`src/verilog/vcr_pkg.sv`:
```
// constants and types shared by the violation counter readback block
package vcr_pkg;
  localparam int unsigned NUM_CH = 14;
  localparam int unsigned CNT_W = 16;
  localparam int unsigned SEL_W = 4;
  localparam int unsigned ADR_W = 12;
  // printed register indices; byte address is four times the index
  localparam logic [ADR_W-1:0] IDX_CTRL = 12'h0e6;
  localparam logic [ADR_W-1:0] IDX_SPARE = 12'h0e7;
  localparam logic [ADR_W-1:0] IDX_BYTE = 12'h0e8;
  localparam logic [ADR_W-1:0] ADR_CTRL = 12'h398;
  localparam logic [ADR_W-1:0] ADR_SPARE = 12'h39c;
  localparam logic [ADR_W-1:0] ADR_BYTE = 12'h3a0;
  localparam logic [7:0] CTRL_RST = 8'h00;
  localparam logic [7:0] SPARE_RST = 8'h00;
  localparam logic [7:0] BYTE_RST = 8'h00;
  localparam logic [CNT_W-1:0] CNT_CLR = 16'h0000;
  localparam logic [CNT_W-1:0] CNT_FULL = 16'hffff;
  localparam logic [SEL_W-1:0] SEL_NONE = 4'h0;
  localparam logic [SEL_W-1:0] SEL_LAST = 4'he;
  // minimum hold of a clear bit, kept by software
  localparam int unsigned CLK_NS = 10;
  localparam int unsigned CLR_MIN_NS = 1000;
  localparam int unsigned CLR_MIN_CYC = (CLR_MIN_NS + CLK_NS - 1) / CLK_NS;

  typedef struct packed {
    logic [2:0] spare;
    logic clear_every_counter;
    logic snapshot_every_counter;
    logic readout_half_select;
    logic snapshot_one_channel;
    logic clear_one_channel;
  } vcr_ctrl_t;
endpackage

```
`src/verilog/vcr_counter_bank.sv`:
```
// wishbone register bank with per channel violation counters and holding registers
// Function
// - clear-all bit held high clears every channel counter to zero; host holds 1 us.
// - rising snapshot-all bit copies all fourteen counters into holding registers.
// - half-select bit picks low byte (zero, default) or high byte for readout.
// - rising per-channel snapshot copies only the selected channel's counter.
// - per-channel clear bit clears only the selected channel's counter to zero.
// - per-channel clear, snapshot and readout use the four-bit channel selector.
// - eight-bit readout register shows chosen held byte of the addressed channel.
// - after reset readout shows zero (channel zero low byte), control reads zero.
// - upper three control bits and spare register are plain storage, reset zero.
// - selector 0000 is no channel, 0001 to 1110 are channels zero to thirteen.
// - each counter saturates at full scale until a clear resets it.
// - readout is available only while readback enable is set, else reads zero.
//
// Decided for this implementation: the Wishbone slave port.
`timescale 1ns/10ps
module vcr_counter_bank #(
  parameter int unsigned NUM_CH = vcr_pkg::NUM_CH
) (
  input wire logic clk_i,
  input wire logic rst_i,
  input wire logic ce_i,
  input wire logic cyc_i,
  input wire logic stb_i,
  input wire logic we_i,
  input wire logic [vcr_pkg::ADR_W-1:0] adr_i,
  input wire logic [3:0] sel_i,
  input wire logic [31:0] dat_i,
  output logic [31:0] dat_o,
  output logic ack_o,
  input wire logic [vcr_pkg::SEL_W-1:0] counter_channel_select_i,
  input wire logic readback_enable_i,
  input wire logic [NUM_CH-1:0] line_code_violation_i
);

  vcr_pkg::vcr_ctrl_t ctrl_q;
  vcr_pkg::vcr_ctrl_t ctrl_prev_q;
  logic [7:0] spare_q;
  logic [7:0] held_count_byte_q;
  logic [vcr_pkg::CNT_W-1:0] cnt_q [NUM_CH];
  logic [vcr_pkg::CNT_W-1:0] hold_q [NUM_CH];
  logic ack_q;
  logic [31:0] dat_q;
  logic req;
  logic wr_en;
  logic sel_valid;
  logic [vcr_pkg::SEL_W-1:0] ch_idx;
  logic snap_all_rise;
  logic snap_one_rise;

  assign req = cyc_i & stb_i;
  // writes land at the edge where the master sees ack
  assign wr_en = ce_i & req & ack_q & we_i & sel_i[0];
  assign ack_o = ack_q;
  assign dat_o = dat_q;

  // channel decode: zero and 1111 mean none, 0001 to 1110 are offset by one
  assign sel_valid = (counter_channel_select_i != vcr_pkg::SEL_NONE) &&
                     (counter_channel_select_i <= vcr_pkg::SEL_LAST);
  assign ch_idx = counter_channel_select_i - 4'h1;

  // edge detect so a bit left at one does not keep refreshing the holding copy
  assign snap_all_rise = ctrl_q.snapshot_every_counter & ~ctrl_prev_q.snapshot_every_counter;
  assign snap_one_rise = ctrl_q.snapshot_one_channel & ~ctrl_prev_q.snapshot_one_channel;

  always_ff @(posedge clk_i) begin
    if (rst_i) begin
      ack_q <= 1'b0;
    end else if (ce_i) begin
      ack_q <= req & ~ack_q;
    end
  end

  always_ff @(posedge clk_i) begin
    if (rst_i) begin
      dat_q <= 32'h0000_0000;
    end else if (ce_i && req && !ack_q) begin
      case (adr_i)
        vcr_pkg::ADR_CTRL: dat_q <= {24'h00_0000, ctrl_q};
        vcr_pkg::ADR_SPARE: dat_q <= {24'h00_0000, spare_q};
        vcr_pkg::ADR_BYTE: dat_q <= {24'h00_0000, held_count_byte_q};
        default: dat_q <= 32'h0000_0000;
      endcase
    end
  end

  always_ff @(posedge clk_i) begin
    if (rst_i) begin
      ctrl_q <= vcr_pkg::vcr_ctrl_t'(vcr_pkg::CTRL_RST);
    end else if (wr_en && adr_i == vcr_pkg::ADR_CTRL) begin
      ctrl_q <= vcr_pkg::vcr_ctrl_t'(dat_i[7:0]);
    end
  end

  always_ff @(posedge clk_i) begin
    if (rst_i) begin
      ctrl_prev_q <= vcr_pkg::vcr_ctrl_t'(vcr_pkg::CTRL_RST);
    end else if (ce_i) begin
      ctrl_prev_q <= ctrl_q;
    end
  end

  always_ff @(posedge clk_i) begin
    if (rst_i) begin
      spare_q <= vcr_pkg::SPARE_RST;
    end else if (wr_en && adr_i == vcr_pkg::ADR_SPARE) begin
      spare_q <= dat_i[7:0];
    end
  end

  genvar g;
  generate
    for (g = 0; g < NUM_CH; g++) begin : g_ch
      logic hit;
      localparam logic [vcr_pkg::SEL_W-1:0] CH_CODE = (vcr_pkg::SEL_W)'(g + 1);
      assign hit = sel_valid && (ch_idx == (vcr_pkg::SEL_W)'(g));

      // clears win over counting; counting stops at full scale
      always_ff @(posedge clk_i) begin
        if (rst_i) begin
          cnt_q[g] <= vcr_pkg::CNT_CLR;
        end else if (ce_i) begin
          if (ctrl_q.clear_every_counter) begin
            cnt_q[g] <= vcr_pkg::CNT_CLR;
          end else if (ctrl_q.clear_one_channel && hit) begin
            cnt_q[g] <= vcr_pkg::CNT_CLR;
          end else if (line_code_violation_i[g] && cnt_q[g] != vcr_pkg::CNT_FULL) begin
            cnt_q[g] <= cnt_q[g] + 16'h0001;
          end
        end
      end

      // whole word copied in one cycle so both halves match
      always_ff @(posedge clk_i) begin
        if (rst_i) begin
          hold_q[g] <= vcr_pkg::CNT_CLR;
        end else if (ce_i) begin
          if (snap_all_rise || (snap_one_rise && hit)) begin
            hold_q[g] <= cnt_q[g];
          end
        end
      end

    end
  endgenerate

  always_ff @(posedge clk_i) begin
    if (rst_i) begin
      held_count_byte_q <= vcr_pkg::BYTE_RST;
    end else if (ce_i) begin
      if (!readback_enable_i || !sel_valid) begin
        held_count_byte_q <= 8'h00;
      end else if (ctrl_q.readout_half_select) begin
        held_count_byte_q <= hold_q[ch_idx][15:8];
      end else begin
        held_count_byte_q <= hold_q[ch_idx][7:0];
      end
    end
  end
endmodule // vcr_counter_bank

```
`config.mk`:
```
export PLATFORM = sky130hd
export DESIGN_NAME = vcr_counter_bank
export DESIGN_NICKNAME = d
export VERILOG_FILES = /design/src/verilog/vcr_pkg.sv /design/src/verilog/vcr_counter_bank.sv
export SDC_FILE = /design/constraint.sdc
export NUM_CORES = 1
export LEC_CHECK = 0
export ABC_AREA = 1
export BUFFER_PORTS_ARGS = -buffer_cell sky130_fd_sc_hd__buf_2
export CELL_PAD_IN_SITES_DETAIL_PLACEMENT = 1
export CELL_PAD_IN_SITES_GLOBAL_PLACEMENT = 2
export CORE_ASPECT_RATIO = 2
export CORE_MARGIN = 3
export CORE_UTILIZATION = 40
export CTS_CLUSTER_DIAMETER = 40
export CTS_CLUSTER_SIZE = 40
export DETAILED_ROUTE_END_ITERATION = 10
export GPL_ROUTABILITY_DRIVEN = 0
export PLACE_DENSITY = 0.78
export SYNTH_ARGS = -nofsm -noshare
export SYNTH_HDL_FRONTEND = slang
export SYNTH_SLANG_ARGS = --single-unit
```
`constraint.sdc`:
```
create_clock -name clk_i -period 8.4 [get_ports clk_i]
set_input_delay 0.42 -clock clk_i [delete_from_list [all_inputs] [get_ports clk_i]]
set_output_delay 0.42 -clock clk_i [all_outputs]
set_load 0.005 [all_outputs]
```
==> results list, run 1 <==
* Number of sinks on the clock net: a little under 500
* Headroom to the max-slew limit: 28.2%
- In this run the core area contains 129 standard-cell rows.
- Overflow left after global routing: 0
- For this design the ratio of total power to cell area is 204 nW/um^2.
- The worst register-to-register path has a setup slack of 4.86 ns.
* Wire length of the first global-routing pass: between 100,000 and 150,000 um
- CTS Buf Count: 50
- The number of different library cells used by synthesis comes to 48.
* Pin count of the biggest net entering global routing: 80
- After clock tree synthesis, the clock-pin slew on the worst setup and hold paths is about 0.070 ns.
- Number of pins with negative max-slew slack in the final report: 0
- For this run, the slowest stage of the critical path takes 0.81 ns.
* Final hold viol count: 0
* Initial core utilization: 40.5%
- Antenna diode count: 0
* Full die area: 66,100 um^2
* Crit path kind: in -> reg
- Worst Skew: 0.0263 ns
- From left edge to right edge, the die measures 183 um.
- After synthesis the netlist holds a flip-flop and latch count of 483.
- Net total in the final layout: 2,934
- The mapped netlist covers 25,200 um^2.
* Synthesized-area fraction occupied by ao, oa, aoi and oai cells: roughly 4.0%
- Share of flip-flops with an asynchronous set or reset: 0%
* Proportion of power drawn by the clock network: 41.7%
- Share of synthesized cell area in and, or, nand and nor gates: 26.6%
- Setup repair bufs after CTS: 0
- Internal power: 0.00414 W
* Utilization after layout: between 40% and 50%
- Synth Flop Type: sky130_fd_sc_hd__edfxtp_1
- Setup violations remaining at the end of the flow were counted as 0.
* Type of origin of the critical path: primary input
- Cell count after synthesis: roughly 2,800
- Fraction of final layout cells sized beyond drive strength 1: 9.37%
- Routed WL: between 70,000 and 80,000 um
- Detailed placement ended at an HPWL of 56,200 um.
- Switching part of the total power: between 20% and 30%
- During synthesis, Yosys emitted a total of 0 warnings.
* Post-CTS sizing: 0
* Setup repair after global routing missed its margin: no
* Drt wl/cell: 20.1 um
* Multiplexer area fraction after synthesis: 0%
* First element of the critical path: ce_i
* Via density: between 5 and 6
- Area of the core: just over 60,000 um^2
- After Yosys synthesis, XOR and XNOR cells account for 4.32% of the synthesized area.
- For this run, design rule violations remaining after detail routing come to 0.
- STA classifies the critical path endpoint as a register.
- Outcome: finished clean
* Type of the worst min-delay path: in -> reg
* Average size of a mapped cell: 8.96 um^2
- Hold-fix buffers at CTS: 0
- Once detail routing completed, the nets flagged for antenna violations numbered 0.
* Maximum count of clock buffers along a single path: 3
* Net switching power figure: 0.00152 W
- The number of antenna violations at the first check in global routing was 0.
- At the pin with the least slew margin, the transition time is between 1 and 1.5 ns.
- Maximum level of the CTS H-tree: 2
- After synthesis, the largest family of logic cells by area is simple AND/OR/NAND/NOR gates.
* Vias in the first global route: 20,073
- Summed over all cells, the static leakage comes to 10.9 nW.
* Timing-limited maximum frequency: 0.233 GHz
- Data arrival time of the critical path: 4.51 ns
- Along the worst path, the maximum fanout reaches 23.
- Fraction of the cycle the final worst path needs: 51.1%
* Comb power frac: 8.5%
* TritonCTS clock tree: built
- Pin placement for this block handled between 100 and 150 I/O pins.
- The die is between 300 and 400 um tall.
- The root buffer cell chosen for the clock tree is sky130_fd_sc_hd__clkbuf_16.
- Cell breakdown of the critical path: buf_2 > buf_4 > inv_2 > nor2_4 > nand2_1 > buf_4 > inv_2 > o2111ai_2 > nand3_1
* Growth of design area from synthesis to finish: 10.2%
- For the worst setup path, the data required time is 8.62 ns.
- Hold path startpoint: dat_i[6]
- Fraction of power consumed by sequential logic: roughly half
- The first routing iteration left 920 violations.
* Post-route minimum period: between 4 and 5 ns
* Adder and majority cell fraction of the synthesized area: less than 1%
- Iteration count of the initial detailed-routing pass: 5
- Final setup TNS: 0 ns
* Post-synth EDFFs: 448
- Gr usage total: roughly 22%
- In this design, the largest share of critical-path delay is due to simple AND/OR/NAND/NOR gates.
- For this design, the slowest cell found on the critical path is sky130_fd_sc_hd__nand3_1.
* Sequential element share of the synthesized area: 56.2%
* DR vias: between 15,000 and 20,000
- Worst-Skew Late Latency: 0.61 ns
* Max capacitance violation total: 0
- Buffers placed on the I/O ports in this run total 54.
* Worst vdd ir: 193 uV
- Worst R2R Start: ctrl_q[4]
- Count of buffer and inverter cells on the critical path: 5
==> state kept, by name, summed over array words and instances, names as in the netlist <==
| signal | cells |
|---|---|
| hold_q | 224 |
| held_count_byte_q | 8 |
| spare_q | 8 |
| cnt_q | 224 |
| dat_o | 8 |
| ack_o | 1 |
| ctrl_prev_q | 2 |
| ctrl_q | 8 |
==> logic make-up (layout without fill, tap and decap cells) <==
family	count (synthesis)	in the layout
and+or+nand+nor	1559	1559
buffers and inverters	467	516
other	1	24
adders and majority gates	19	19
AOI/OAI and AO/OA	160	160
xor gates and xnor gates	121	121
DFF	483	483
==> cells in the mapped netlist, types with 3 or more instances <==
cell / number / area share, %
sky130_fd_sc_hd__nor4_1: 10 / 0.25
sky130_fd_sc_hd__nand4_2: 5 / 0.25
sky130_fd_sc_hd__nor3_1: 82 / 1.6
sky130_fd_sc_hd__xor2_1: 114 / 4.0
sky130_fd_sc_hd__buf_6: 12 / 0.54
sky130_fd_sc_hd__edfxtp_1: 448 / 53
sky130_fd_sc_hd__buf_2: 14 / 0.28
sky130_fd_sc_hd__nand3b_1: 4 / 0.12
sky130_fd_sc_hd__nand2_1: 648 / 9.7
sky130_fd_sc_hd__a21oi_1: 76 / 1.5
sky130_fd_sc_hd__o31ai_4: 5 / 0.42
sky130_fd_sc_hd__o2111ai_2: 3 / 0.18
sky130_fd_sc_hd__nand3_1: 209 / 4.2
sky130_fd_sc_hd__nand4_4: 3 / 0.25
sky130_fd_sc_hd__buf_1: 8 / 0.12
sky130_fd_sc_hd__o31ai_2: 8 / 0.40
sky130_fd_sc_hd__nand2_2: 11 / 0.27
sky130_fd_sc_hd__or2_2: 10 / 0.25
sky130_fd_sc_hd__o21ai_0: 53 / 1.1
sky130_fd_sc_hd__dfxtp_1: 35 / 2.8
sky130_fd_sc_hd__nand4_1: 40 / 0.99
sky130_fd_sc_hd__inv_2: 7 / 0.10
sky130_fd_sc_hd__o211ai_1: 9 / 0.27
sky130_fd_sc_hd__xnor2_1: 5 / 0.17
sky130_fd_sc_hd__nor2_2: 42 / 1.0
sky130_fd_sc_hd__nand2_4: 3 / 0.13
sky130_fd_sc_hd__nor3b_1: 3 / 0.089
sky130_fd_sc_hd__nor2_1: 484 / 7.2
sky130_fd_sc_hd__clkbuf_1: 49 / 0.73
sky130_fd_sc_hd__ha_1: 19 / 0.94
sky130_fd_sc_hd__buf_4: 33 / 0.98
sky130_fd_sc_hd__inv_1: 340 / 5.1
==> cells in the final DEF, fill, tap and decap left out, types with 51 or more instances in the layout <==
cell                        instances
sky130_fd_sc_hd__edfxtp_1         448
sky130_fd_sc_hd__o21ai_0           53
sky130_fd_sc_hd__buf_2             53
sky130_fd_sc_hd__inv_1            339
sky130_fd_sc_hd__nor3_1            82
sky130_fd_sc_hd__a21oi_1           75
sky130_fd_sc_hd__nand2_1          648
sky130_fd_sc_hd__clkbuf_16         51
sky130_fd_sc_hd__nor2_1           484
sky130_fd_sc_hd__nand3_1          209
sky130_fd_sc_hd__xor2_1           114
==> layer usage <==
layer | vias up | wire, um | track usage (%)
li1 | 9171 | - | -
met1 | 9177 | 26100 | 22.0
met2 | 222 | 43100 | 45.7
met3 | 114 | 1540 | 1.95
met4 | 0 | 3100 | 8.63
met5 | - | 0 | 0
==> layout make-up <==
cell class / count / area (um^2)
Fill cell: 7243 / 34400
Sequential cell: 483 / 14200
Multi-Input combinational cell: 1883 / 9120
Inverter: 350 / 1320
Clock buffer: 52 / 1280
Tap cell: 786 / 983
Clock inverter: 40 / 452
Timing Repair Buffer: 74 / 423
==> worst paths after layout <==
check	to	depth (start not counted)
min reg2reg	spare_q[1]	2
max reg2reg	cnt_q[0][2]	6
min	ctrl_q[6]	3
max	cnt_q[0][2]	9
==> metrics by stage <==
stage / setup WS [ns] / power [W] / instances / instance area [um^2] / hold slack [ns]
floorplan: 4.97 / 0.00316 / 2833 / 25300 / 0.424
global placement: 3.49 / 0.00334 / 3576 / 26000 / 0.434
detailed placement: 3.39 / 0.00336 / 3576 / 26000 / 0.443
CTS: 4.06 / 0.00572 / 3668 / 27700 / 0.115
global route: 3.90 / 0.00587 / 3668 / 27700 / 0.149
finish: 4.11 / 0.00566 / 3668 / 27700 / 0.144
==> power groups by stage <==
stage	Combinational (W)	Sequential, W	Clock, W
after floorplan	0.000322	0.00284	0
after global placement	0.000478	0.00287	0
after detailed placement	0.000486	0.00287	0
after CTS	0.000490	0.00282	0.00242
after global routing	0.000536	0.00283	0.00250
final	0.000482	0.00282	0.00236
==> worst min-delay path: stages <==
cell and delay (ns):
sky130_fd_sc_hd__buf_2 0.09, sky130_fd_sc_hd__o21ai_0 0.08, sky130_fd_sc_hd__a21oi_1 0.10
(Power assumes the default switching activity.)
==> inputs of run 2 (changes only) <==
--- a/config.mk
+++ b/config.mk
@@ -5,7 +5,7 @@
 export SDC_FILE = /design/constraint.sdc
 export NUM_CORES = 1
 export LEC_CHECK = 0
-export ABC_AREA = 1
+export ABC_AREA = 0
 export BUFFER_PORTS_ARGS = -buffer_cell sky130_fd_sc_hd__buf_2
 export CELL_PAD_IN_SITES_DETAIL_PLACEMENT = 1
 export CELL_PAD_IN_SITES_GLOBAL_PLACEMENT = 2
@@ -16,7 +16,7 @@
 export CTS_CLUSTER_SIZE = 40
 export DETAILED_ROUTE_END_ITERATION = 10
 export GPL_ROUTABILITY_DRIVEN = 0
-export PLACE_DENSITY = 0.78
+export PLACE_DENSITY = 0.72
 export SYNTH_ARGS = -nofsm -noshare
 export SYNTH_HDL_FRONTEND = slang
 export SYNTH_SLANG_ARGS = --single-unit
==> constraint.sdc (replaced) <==
create_clock -name clk_i -period 4.1 [get_ports clk_i]
set_input_delay 0.205 -clock clk_i [delete_from_list [all_inputs] [get_ports clk_i]]
set_output_delay 0.205 -clock clk_i [all_outputs]
set_load 0.005 [all_outputs]
==> results list, run 2 <==
- Outcome: finished clean
- Type of element capturing the critical path: register
* Largest registers ranked by flip-flop count: cnt_q (224), hold_q (224)
* Cell leakage power: 9.42 nW
- Final setup TNS: 0 ns
- In the final layout, the share of cells above drive strength 1 is 12.6%.
- Synthesized-area fraction occupied by ao, oa, aoi and oai cells: around 4.4%
- Clock tree synthesis found a total of 483 sinks.
* Final count of negative-setup-slack endpoints: 0
- Once layout is done, the placed cells without fillers occupy between 20,000 and 30,000 um^2.
- Detailed placement ended at an HPWL of between 50,000 and 60,000 um.
- The tightest min-delay check is of the in -> reg type.
* Setup repair bufs after CTS: 0
* Synth Flop Type: sky130_fd_sc_hd__edfxtp_1
- At the worst endpoint, the arrival time is ~3.2 ns.
* Share of flip-flops with an asynchronous set or reset: 0%
- Counting instances, the worst hold path has a depth of 5.
* Transition at the pin with the smallest max-transition slack: 1.20 ns
- Across every metal layer, demand over resource in global routing totals 21.5%.
- Worst-Skew Late Latency: 0.61 ns
- Met2 track demand over resource: between 40% and 50%
- Die Y-Extent: 352 um
- The number of antenna violations at the first check in global routing is 3.
* Crit path kind: in -> reg
* First element of the critical path: counter_channel_select_i[0]
- Counting every instance in the synthesized netlist gives 1,980.
- The floorplan step defined a die boundary enclosing 63,000 um^2.
* Sequential element share of the synthesized area: 59.1%
* Maximum count of clock buffers along a single path: 3
* Commonest non-fill, non-tap cell in the layout: sky130_fd_sc_hd__edfxtp_1
- Post-CTS sizing: 0
- Post-route minimum period: 2.86 ns
* Headroom to the max-slew limit: around a fifth
* Horizontal die dimension: between 150 and 200 um
* Adder and majority cell fraction of the synthesized area: 0.992%
- After synthesis, the largest family of logic cells by area is simple AND/OR/NAND/NOR gates.
* Type of origin of the critical path: primary input
* Worst Skew: 0.0209 ns
- Number of pins with negative max-slew slack in the final report: 0
- Net total in the final layout: 2,160
- In this run the clock root is driven by a sky130_fd_sc_hd__clkbuf_16.
* Post-synthesis cell type with the largest combined area: sky130_fd_sc_hd__edfxtp_1
- Wire length of the first global-routing pass: 102,000 um
- Routed WL: 67,200 um
- The core region is 59,100 um^2.
- The worst register-to-register path has a depth of 6.
- Number of standard cells in the final layout excluding fillers: between 2,000 and 3,000
* GR Util met3: 2.60%
- I/O pin count: about 110
- The worst register-to-register path begins at cnt_q[0][48].
- Post-Synthesis Cell Area: about 24,000 um^2
- Reg-to-reg critical path endpoint: cnt_q[0][50]
- Total of flip-flops plus latches after synthesis: 483
- Once detail routing completed, the nets flagged for antenna violations numbered 0.
* Number of distinct standard cells referenced by the synthesized netlist: 61
- Iteration count of the initial detailed-routing pass: 5
* Port Buffer Count: 54
- Of all nets on the critical path, the largest fanout is 21.
* Dominant cells by area after synthesis: sky130_fd_sc_hd__edfxtp_1 (56%), sky130_fd_sc_hd__and2_1 (5.9%), sky130_fd_sc_hd__nor2_1 (5.3%)
* Multiplexer area fraction after synthesis: 6.23%
* Worst EP required: 4.44 ns
- IR analysis of the VDD net gives a maximum drop of 322 uV.
* FF-to-FF setup slack: 1.40 ns
- Clock slew seen by the registers of the worst setup and hold paths: 0.07 ns
- By instance count, the leading cell after synthesis is sky130_fd_sc_hd__edfxtp_1.
- After Yosys synthesis, XOR and XNOR cells account for under 10% of the synthesized area.
- The filler cells instantiated in the layout total 6,191.
- Summing the areas of all and, or, nand and nor instances in the mapped netlist gives 19.6% of the synthesized area.
- Via density: 5.39
* TritonCTS clock tree: built
- Met1 Usage GRT: 23.6%
- DR vias: 15,507
* Drt wl/cell: ~23 um
* Most frequent cells in the layout: sky130_fd_sc_hd__edfxtp_1 (448), sky130_fd_sc_hd__nor2_1 (335), sky130_fd_sc_hd__and2_1 (226)
* Number of warnings issued by yosys: 0
- Average size of a mapped cell: 12.1 um^2
* Post-route DRC: 0
- The floorplan has 126 rows.
- Post-synth EDFFs: 448
- In this run the number of H-tree levels came out at 2.
- After global routing, the most crowded layer is met2.
- Violation count after the first detailed-route iteration: 914
- Cell area after placement: roughly 25,000 um^2
- Entering global routing, the biggest net connects 53 pins.
- Max capacitance violation total: 0
- Initial core utilization: slightly above 40%
* Utilization after layout: 45.6%
- Setup repair after global routing missed its margin: no
* Hold path startpoint: readback_enable_i
* Sequential standard cell area: 14,200 um^2
* Final hold viol count: 0
* Fraction of the cycle the final worst path needs: roughly 70%
* Total power after layout: 0.0113 W
- Sorting the synthesized cells by how often they occur yields sky130_fd_sc_hd__edfxtp_1 (448), sky130_fd_sc_hd__nor2_1 (336), sky130_fd_sc_hd__and2_1 (226).
- For this design the ratio of total power to cell area is ~420 nW/um^2.
- For this run the aggregate overflow at the end of global routing stands at 0.
- In the final layout, the multi-input gates occupy about 9000 um^2.
- Share of Yosys cell area claimed by the top area cell type: 56.2%
- Hold EP: held_count_byte_q[6]
- Vias in the first global route: 16,439
* CTS Buf Count: 47
- Timing-limited maximum frequency: 0.349 GHz
- Cells after DPL: 2,779
- For this design, the CTS-stage hold fixing added 8 buffers.
- Growth of design area from synthesis to finish: 12.6%
## run 2: cell types whose count changed after synthesis, sizes merged, moves of 32 or more
cell,previous run,this run
mux4,0,48
inv,347,35
nor2,527,336
a21oi,76,43
mux2i,0,40
and2,0,226
and3,0,32
o21ai,54,7
nor3,83,20
nand2,663,80
nand3,210,84
xnor2,6,92
## run 2: kinds of logic after synthesis
family,after synthesis
compound gates,145
xor+xnor,195
fa+ha+maj,19
buf+inv,133
flops,483
mux,89
other cells,1
simple gates,915
## run 2: layer usage
metal,share of wire (%),wire length [um]
met5,0,0
met3,3.0,2000
met1,37,24700
met2,56,37500
met4,4.4,2950
## run 2: worst max path at each step
stage,endpoint
6_report,cnt_q[0][35]
3_5_place_dp,cnt_q[0][36]
4_1_cts,cnt_q[0][35]
3_3_place_gp,cnt_q[0][37]
5_1_grt,hold_q[0][8]
2_1_floorplan,cnt_q[1][0]
## run 2: through the flow
stage | hold slack, ns | setup WS, ns
after floorplan | 0.352 | 0.0881
after global placement | 0.462 | 0.701
after detailed placement | 0.483 | 0.653
after CTS | 0.0188 | 1.26
after global routing | 0.0424 | 1.02
final | 0.0600 | 1.24
## run 2: final cells by class
| type | instances | share of cell area, % |
|---|---|---|
| Antenna cell | 3 | 0.0278 |
| Clock buffer | 49 | 4.47 |
| Clock inverter | 39 | 1.80 |
| Inverter | 36 | 0.501 |
| Multi-Input combinational cell | 1387 | 34.4 |
| Sequential cell | 483 | 52.5 |
| Tap cell | 768 | 3.56 |
| Timing Repair Buffer | 113 | 2.82 |
## run 2: worst max-delay path, stage by stage
cell and delay, ns:
sky130_fd_sc_hd__buf_4 0.32, sky130_fd_sc_hd__inv_1 0.15, sky130_fd_sc_hd__ha_1 0.35, sky130_fd_sc_hd__or3b_2 0.31, sky130_fd_sc_hd__nand4_1 0.47, sky130_fd_sc_hd__o211ai_1 0.61
sky130_fd_sc_hd__a31o_2 0.37, sky130_fd_sc_hd__o211ai_1 0.15, sky130_fd_sc_hd__buf_4 0.25
## run 2: power by group
part	total, W	internal, W	switching, W
Clock	0.00471	0.00240	0.00231
Sequential	0.00583	0.00560	0.000229
Combinational	0.000739	0.000281	0.000459
Total	0.0113	0.00828	0.00300
==> inputs of run 3 (changes only) <==
--- a/config.mk
+++ b/config.mk
@@ -11,12 +11,12 @@
 export CELL_PAD_IN_SITES_GLOBAL_PLACEMENT = 2
 export CORE_ASPECT_RATIO = 2
 export CORE_MARGIN = 3
-export CORE_UTILIZATION = 40
+export CORE_UTILIZATION = 39
 export CTS_CLUSTER_DIAMETER = 40
 export CTS_CLUSTER_SIZE = 40
 export DETAILED_ROUTE_END_ITERATION = 10
 export GPL_ROUTABILITY_DRIVEN = 0
-export PLACE_DENSITY = 0.72
+export PLACE_DENSITY = 0.73
 export SYNTH_ARGS = -nofsm -noshare
 export SYNTH_HDL_FRONTEND = slang
 export SYNTH_SLANG_ARGS = --single-unit
==> constraint.sdc (replaced) <==
create_clock -name clk_i -period 2.4 [get_ports clk_i]
set_input_delay 0.12 -clock clk_i [delete_from_list [all_inputs] [get_ports clk_i]]
set_output_delay 0.12 -clock clk_i [all_outputs]
set_load 0.005 [all_outputs]
==> results list, run 3 (synthesis results as in run 2) <==
- The startpoint identified for the worst hold timing path is line_code_violation_i[8].
* Transition at the pin with the smallest max-transition slack: 0.800 ns
- In this run the worst hold path is classified as in -> reg.
- Max-cap violations in this run came to 0.
- Highest net fanout along the worst path: 16
- Using the TritonRoute via totals, the vias-per-cell ratio works out to 5.38.
* Setup repair after global routing missed its margin: no
- The highest metal layer carrying signal wires in the routed design is met5.
- I/O pin count: roughly 110
- The via count of the first global-routing pass was ~17,000.
* Gr usage total: 21.4%
* Largest registers ranked by flip-flop count: cnt_q (224), hold_q (224)
- For this block, wires on met1 add up to about 25,000 um.
* Maximum count of clock buffers along a single path: 3
* Metal2 WL: 37,700 um
- Wire length of the first global-routing pass: between 100,000 and 150,000 um
- Post-route DRC: 0
- The final layout contains 2,265 nets.
- STA classifies the critical path startpoint as a register.
- Overflow left after global routing: 0
- After clock tree synthesis, the repair step resized 0 gates.
- In the layout the commonest cells are sky130_fd_sc_hd__edfxtp_1 (448), sky130_fd_sc_hd__nor2_1 (335), sky130_fd_sc_hd__and2_1 (226).
- TritonCTS built the clock tree.
- Growth of design area from synthesis to finish: 18.3%
* Hold EP: cnt_q[1][12]
* Fraction of final layout cells sized beyond drive strength 1: 17.8%
* Clock slew seen by the registers of the worst setup and hold paths: 0.08 ns
- The startpoint identified for the worst register-to-register timing path is ctrl_q[0].
- Violation count after the first detailed-route iteration: 1,078
- The worst setup path is captured at a register.
- Along the worst hold path, the cell count comes to 3.
* DR vias: roughly 16,000
* Timing-limited maximum frequency: 0.440 GHz
* Power density over the cells: 695 nW/um^2
- Reg-to-reg critical path endpoint: cnt_q[1][71]
- The number of antenna violations at the first check in global routing is 4.
- The die covers 64,600 um^2.
- Of the available clock period, the critical path in the final layout requires 94.6%.
* Port Buffer Count: 54
* Routed WL: 69,400 um
- The clock tree synthesis step divided the H-tree into 2 levels.
- Data arrival time of the critical path: 2.60 ns
- The worst register-to-register path has a depth of 5.
- The initialized floorplan defines 127 standard-cell rows.
* Utilization after layout: a little under half
- For this design, the sink count on the clock tree is 483.
- Area of the core: 60,400 um^2
- Initial core utilization: 39.7%
* Number of standard cells in the final layout excluding fillers: between 2,000 and 3,000
- By startpoint and endpoint, the worst setup path is classified as reg -> reg.
- DPL Wire Length: 53,400 um
- Setup violations remaining at the end of the flow were counted as 0.
- Dividing the detail-routed wire length by the instance count gives 23.2 um.
- Pin count of the biggest net entering global routing: 46
- The run finished with clean final reports.
* Layout Cell Area excl Fill: 28,300 um^2
- Once detail routing completed, the nets flagged for antenna violations numbered 0.
* Worst vdd ir: 549 uV
* Buffer type at the clock tree root: sky130_fd_sc_hd__clkbuf_16
* Cell area after placement: 26,400 um^2
* Number of pins with negative max-slew slack in the final report: 0
- Worst Skew: 0.0369 ns
- In this run the tightest slew margin relative to its limit is 46.5%.
* Worst-Skew Late Latency: 0.62 ns
* Cell leakage power: 10.1 nW
- The library cell used most frequently in the layout, excluding fill and tap cells, is sky130_fd_sc_hd__edfxtp_1.
- Detailed routing placed a total of between 2000 and 3000 um of wire on met3.
* Post-route minimum period: 2.27 ns
* CTS Buf Count: 49
* Final hold viol count: 0
- After clock tree synthesis, the setup repair step added 0 buffers.
- Worst EP required: 2.73 ns
* Die Y-Extent: between 300 and 400 um
- Iteration count of the initial detailed-routing pass: 5
* FF-to-FF setup slack: 0.13 ns
* Cells after DPL: approximately 2,900
* Horizontal die dimension: about 180 um
-- run 3: changes by cell type in the layout (fill, tap and decap cells not counted), sizes merged --
cell         change
buf            +100
clkbuf           +7
clkinv           +5
diode            -1
dlygate4sd3      +3
inv              -8
-- run 3: worst max-delay path by stage --
stage / from / to / depth (start not counted)
detailed placement: counter_channel_select_i[1] / cnt_q[0][37] / 10
CTS: ctrl_q[0] / cnt_q[1][78] / 5
floorplan: counter_channel_select_i[0] / cnt_q[0][16] / 12
global route: cnt_q[0][96] / cnt_q[0][107] / 7
finish: ctrl_q[0] / cnt_q[1][71] / 5
global placement: counter_channel_select_i[1] / cnt_q[0][37] / 10
-- run 3: per-stage QoR --
stage	setup TNS (ns)	hold WS [ns]	power [W]	worst slack [ns]
2_1_floorplan	-121.18	0.267	0.0108	-0.612
3_3_place_gp	-0.517	0.372	0.0115	-0.0366
3_5_place_dp	-1.79	0.386	0.0115	-0.0520
4_1_cts	0	0.0213	0.0199	0.148
5_1_grt	0	0.0454	0.0204	0.0874
6_report	0	0.0554	0.0197	0.130
-- run 3: per-layer routing --
metal | vias up | global-route usage (%)
met1 | 8102 | 22.8
met5 | - | 0
li1 | 7519 | -
met4 | 2 | 10.6
met3 | 146 | 2.95
met2 | 327 | 41.0
-- run 3: layout make-up --
class	instances	area (um^2)
timing repair buffer	216	1840
inverter	36	140
sequential	483	14200
multi-input combinational	1387	9450
clock buffer	56	1350
tap	774	968
fill	6313	32000
antenna	2	5.00
clock inverter	36	440
-- run 3: what timing repair did --
item / CTS / global route
hold buffers: 11 / 0
hold endpoints to repair: 22 / 0
setup endpoints to repair: 0 / 0
-- run 3: critical path: stages (launching register included) --
cell and delay (ns):
sky130_fd_sc_hd__dfxtp_1 0.59, sky130_fd_sc_hd__nand4_1 0.45, sky130_fd_sc_hd__buf_4 0.30, sky130_fd_sc_hd__o2111ai_1 0.25, sky130_fd_sc_hd__o211ai_1 0.15, sky130_fd_sc_hd__buf_4 0.23
-- run 3: power by group --
part	total (W)	leakage (nW)	internal [W]	switching, W
combinational	0.00143	4.26	0.000600	0.000834
sequential	0.00994	4.94	0.00957	0.000375
clock	0.00831	0.864	0.00442	0.00390
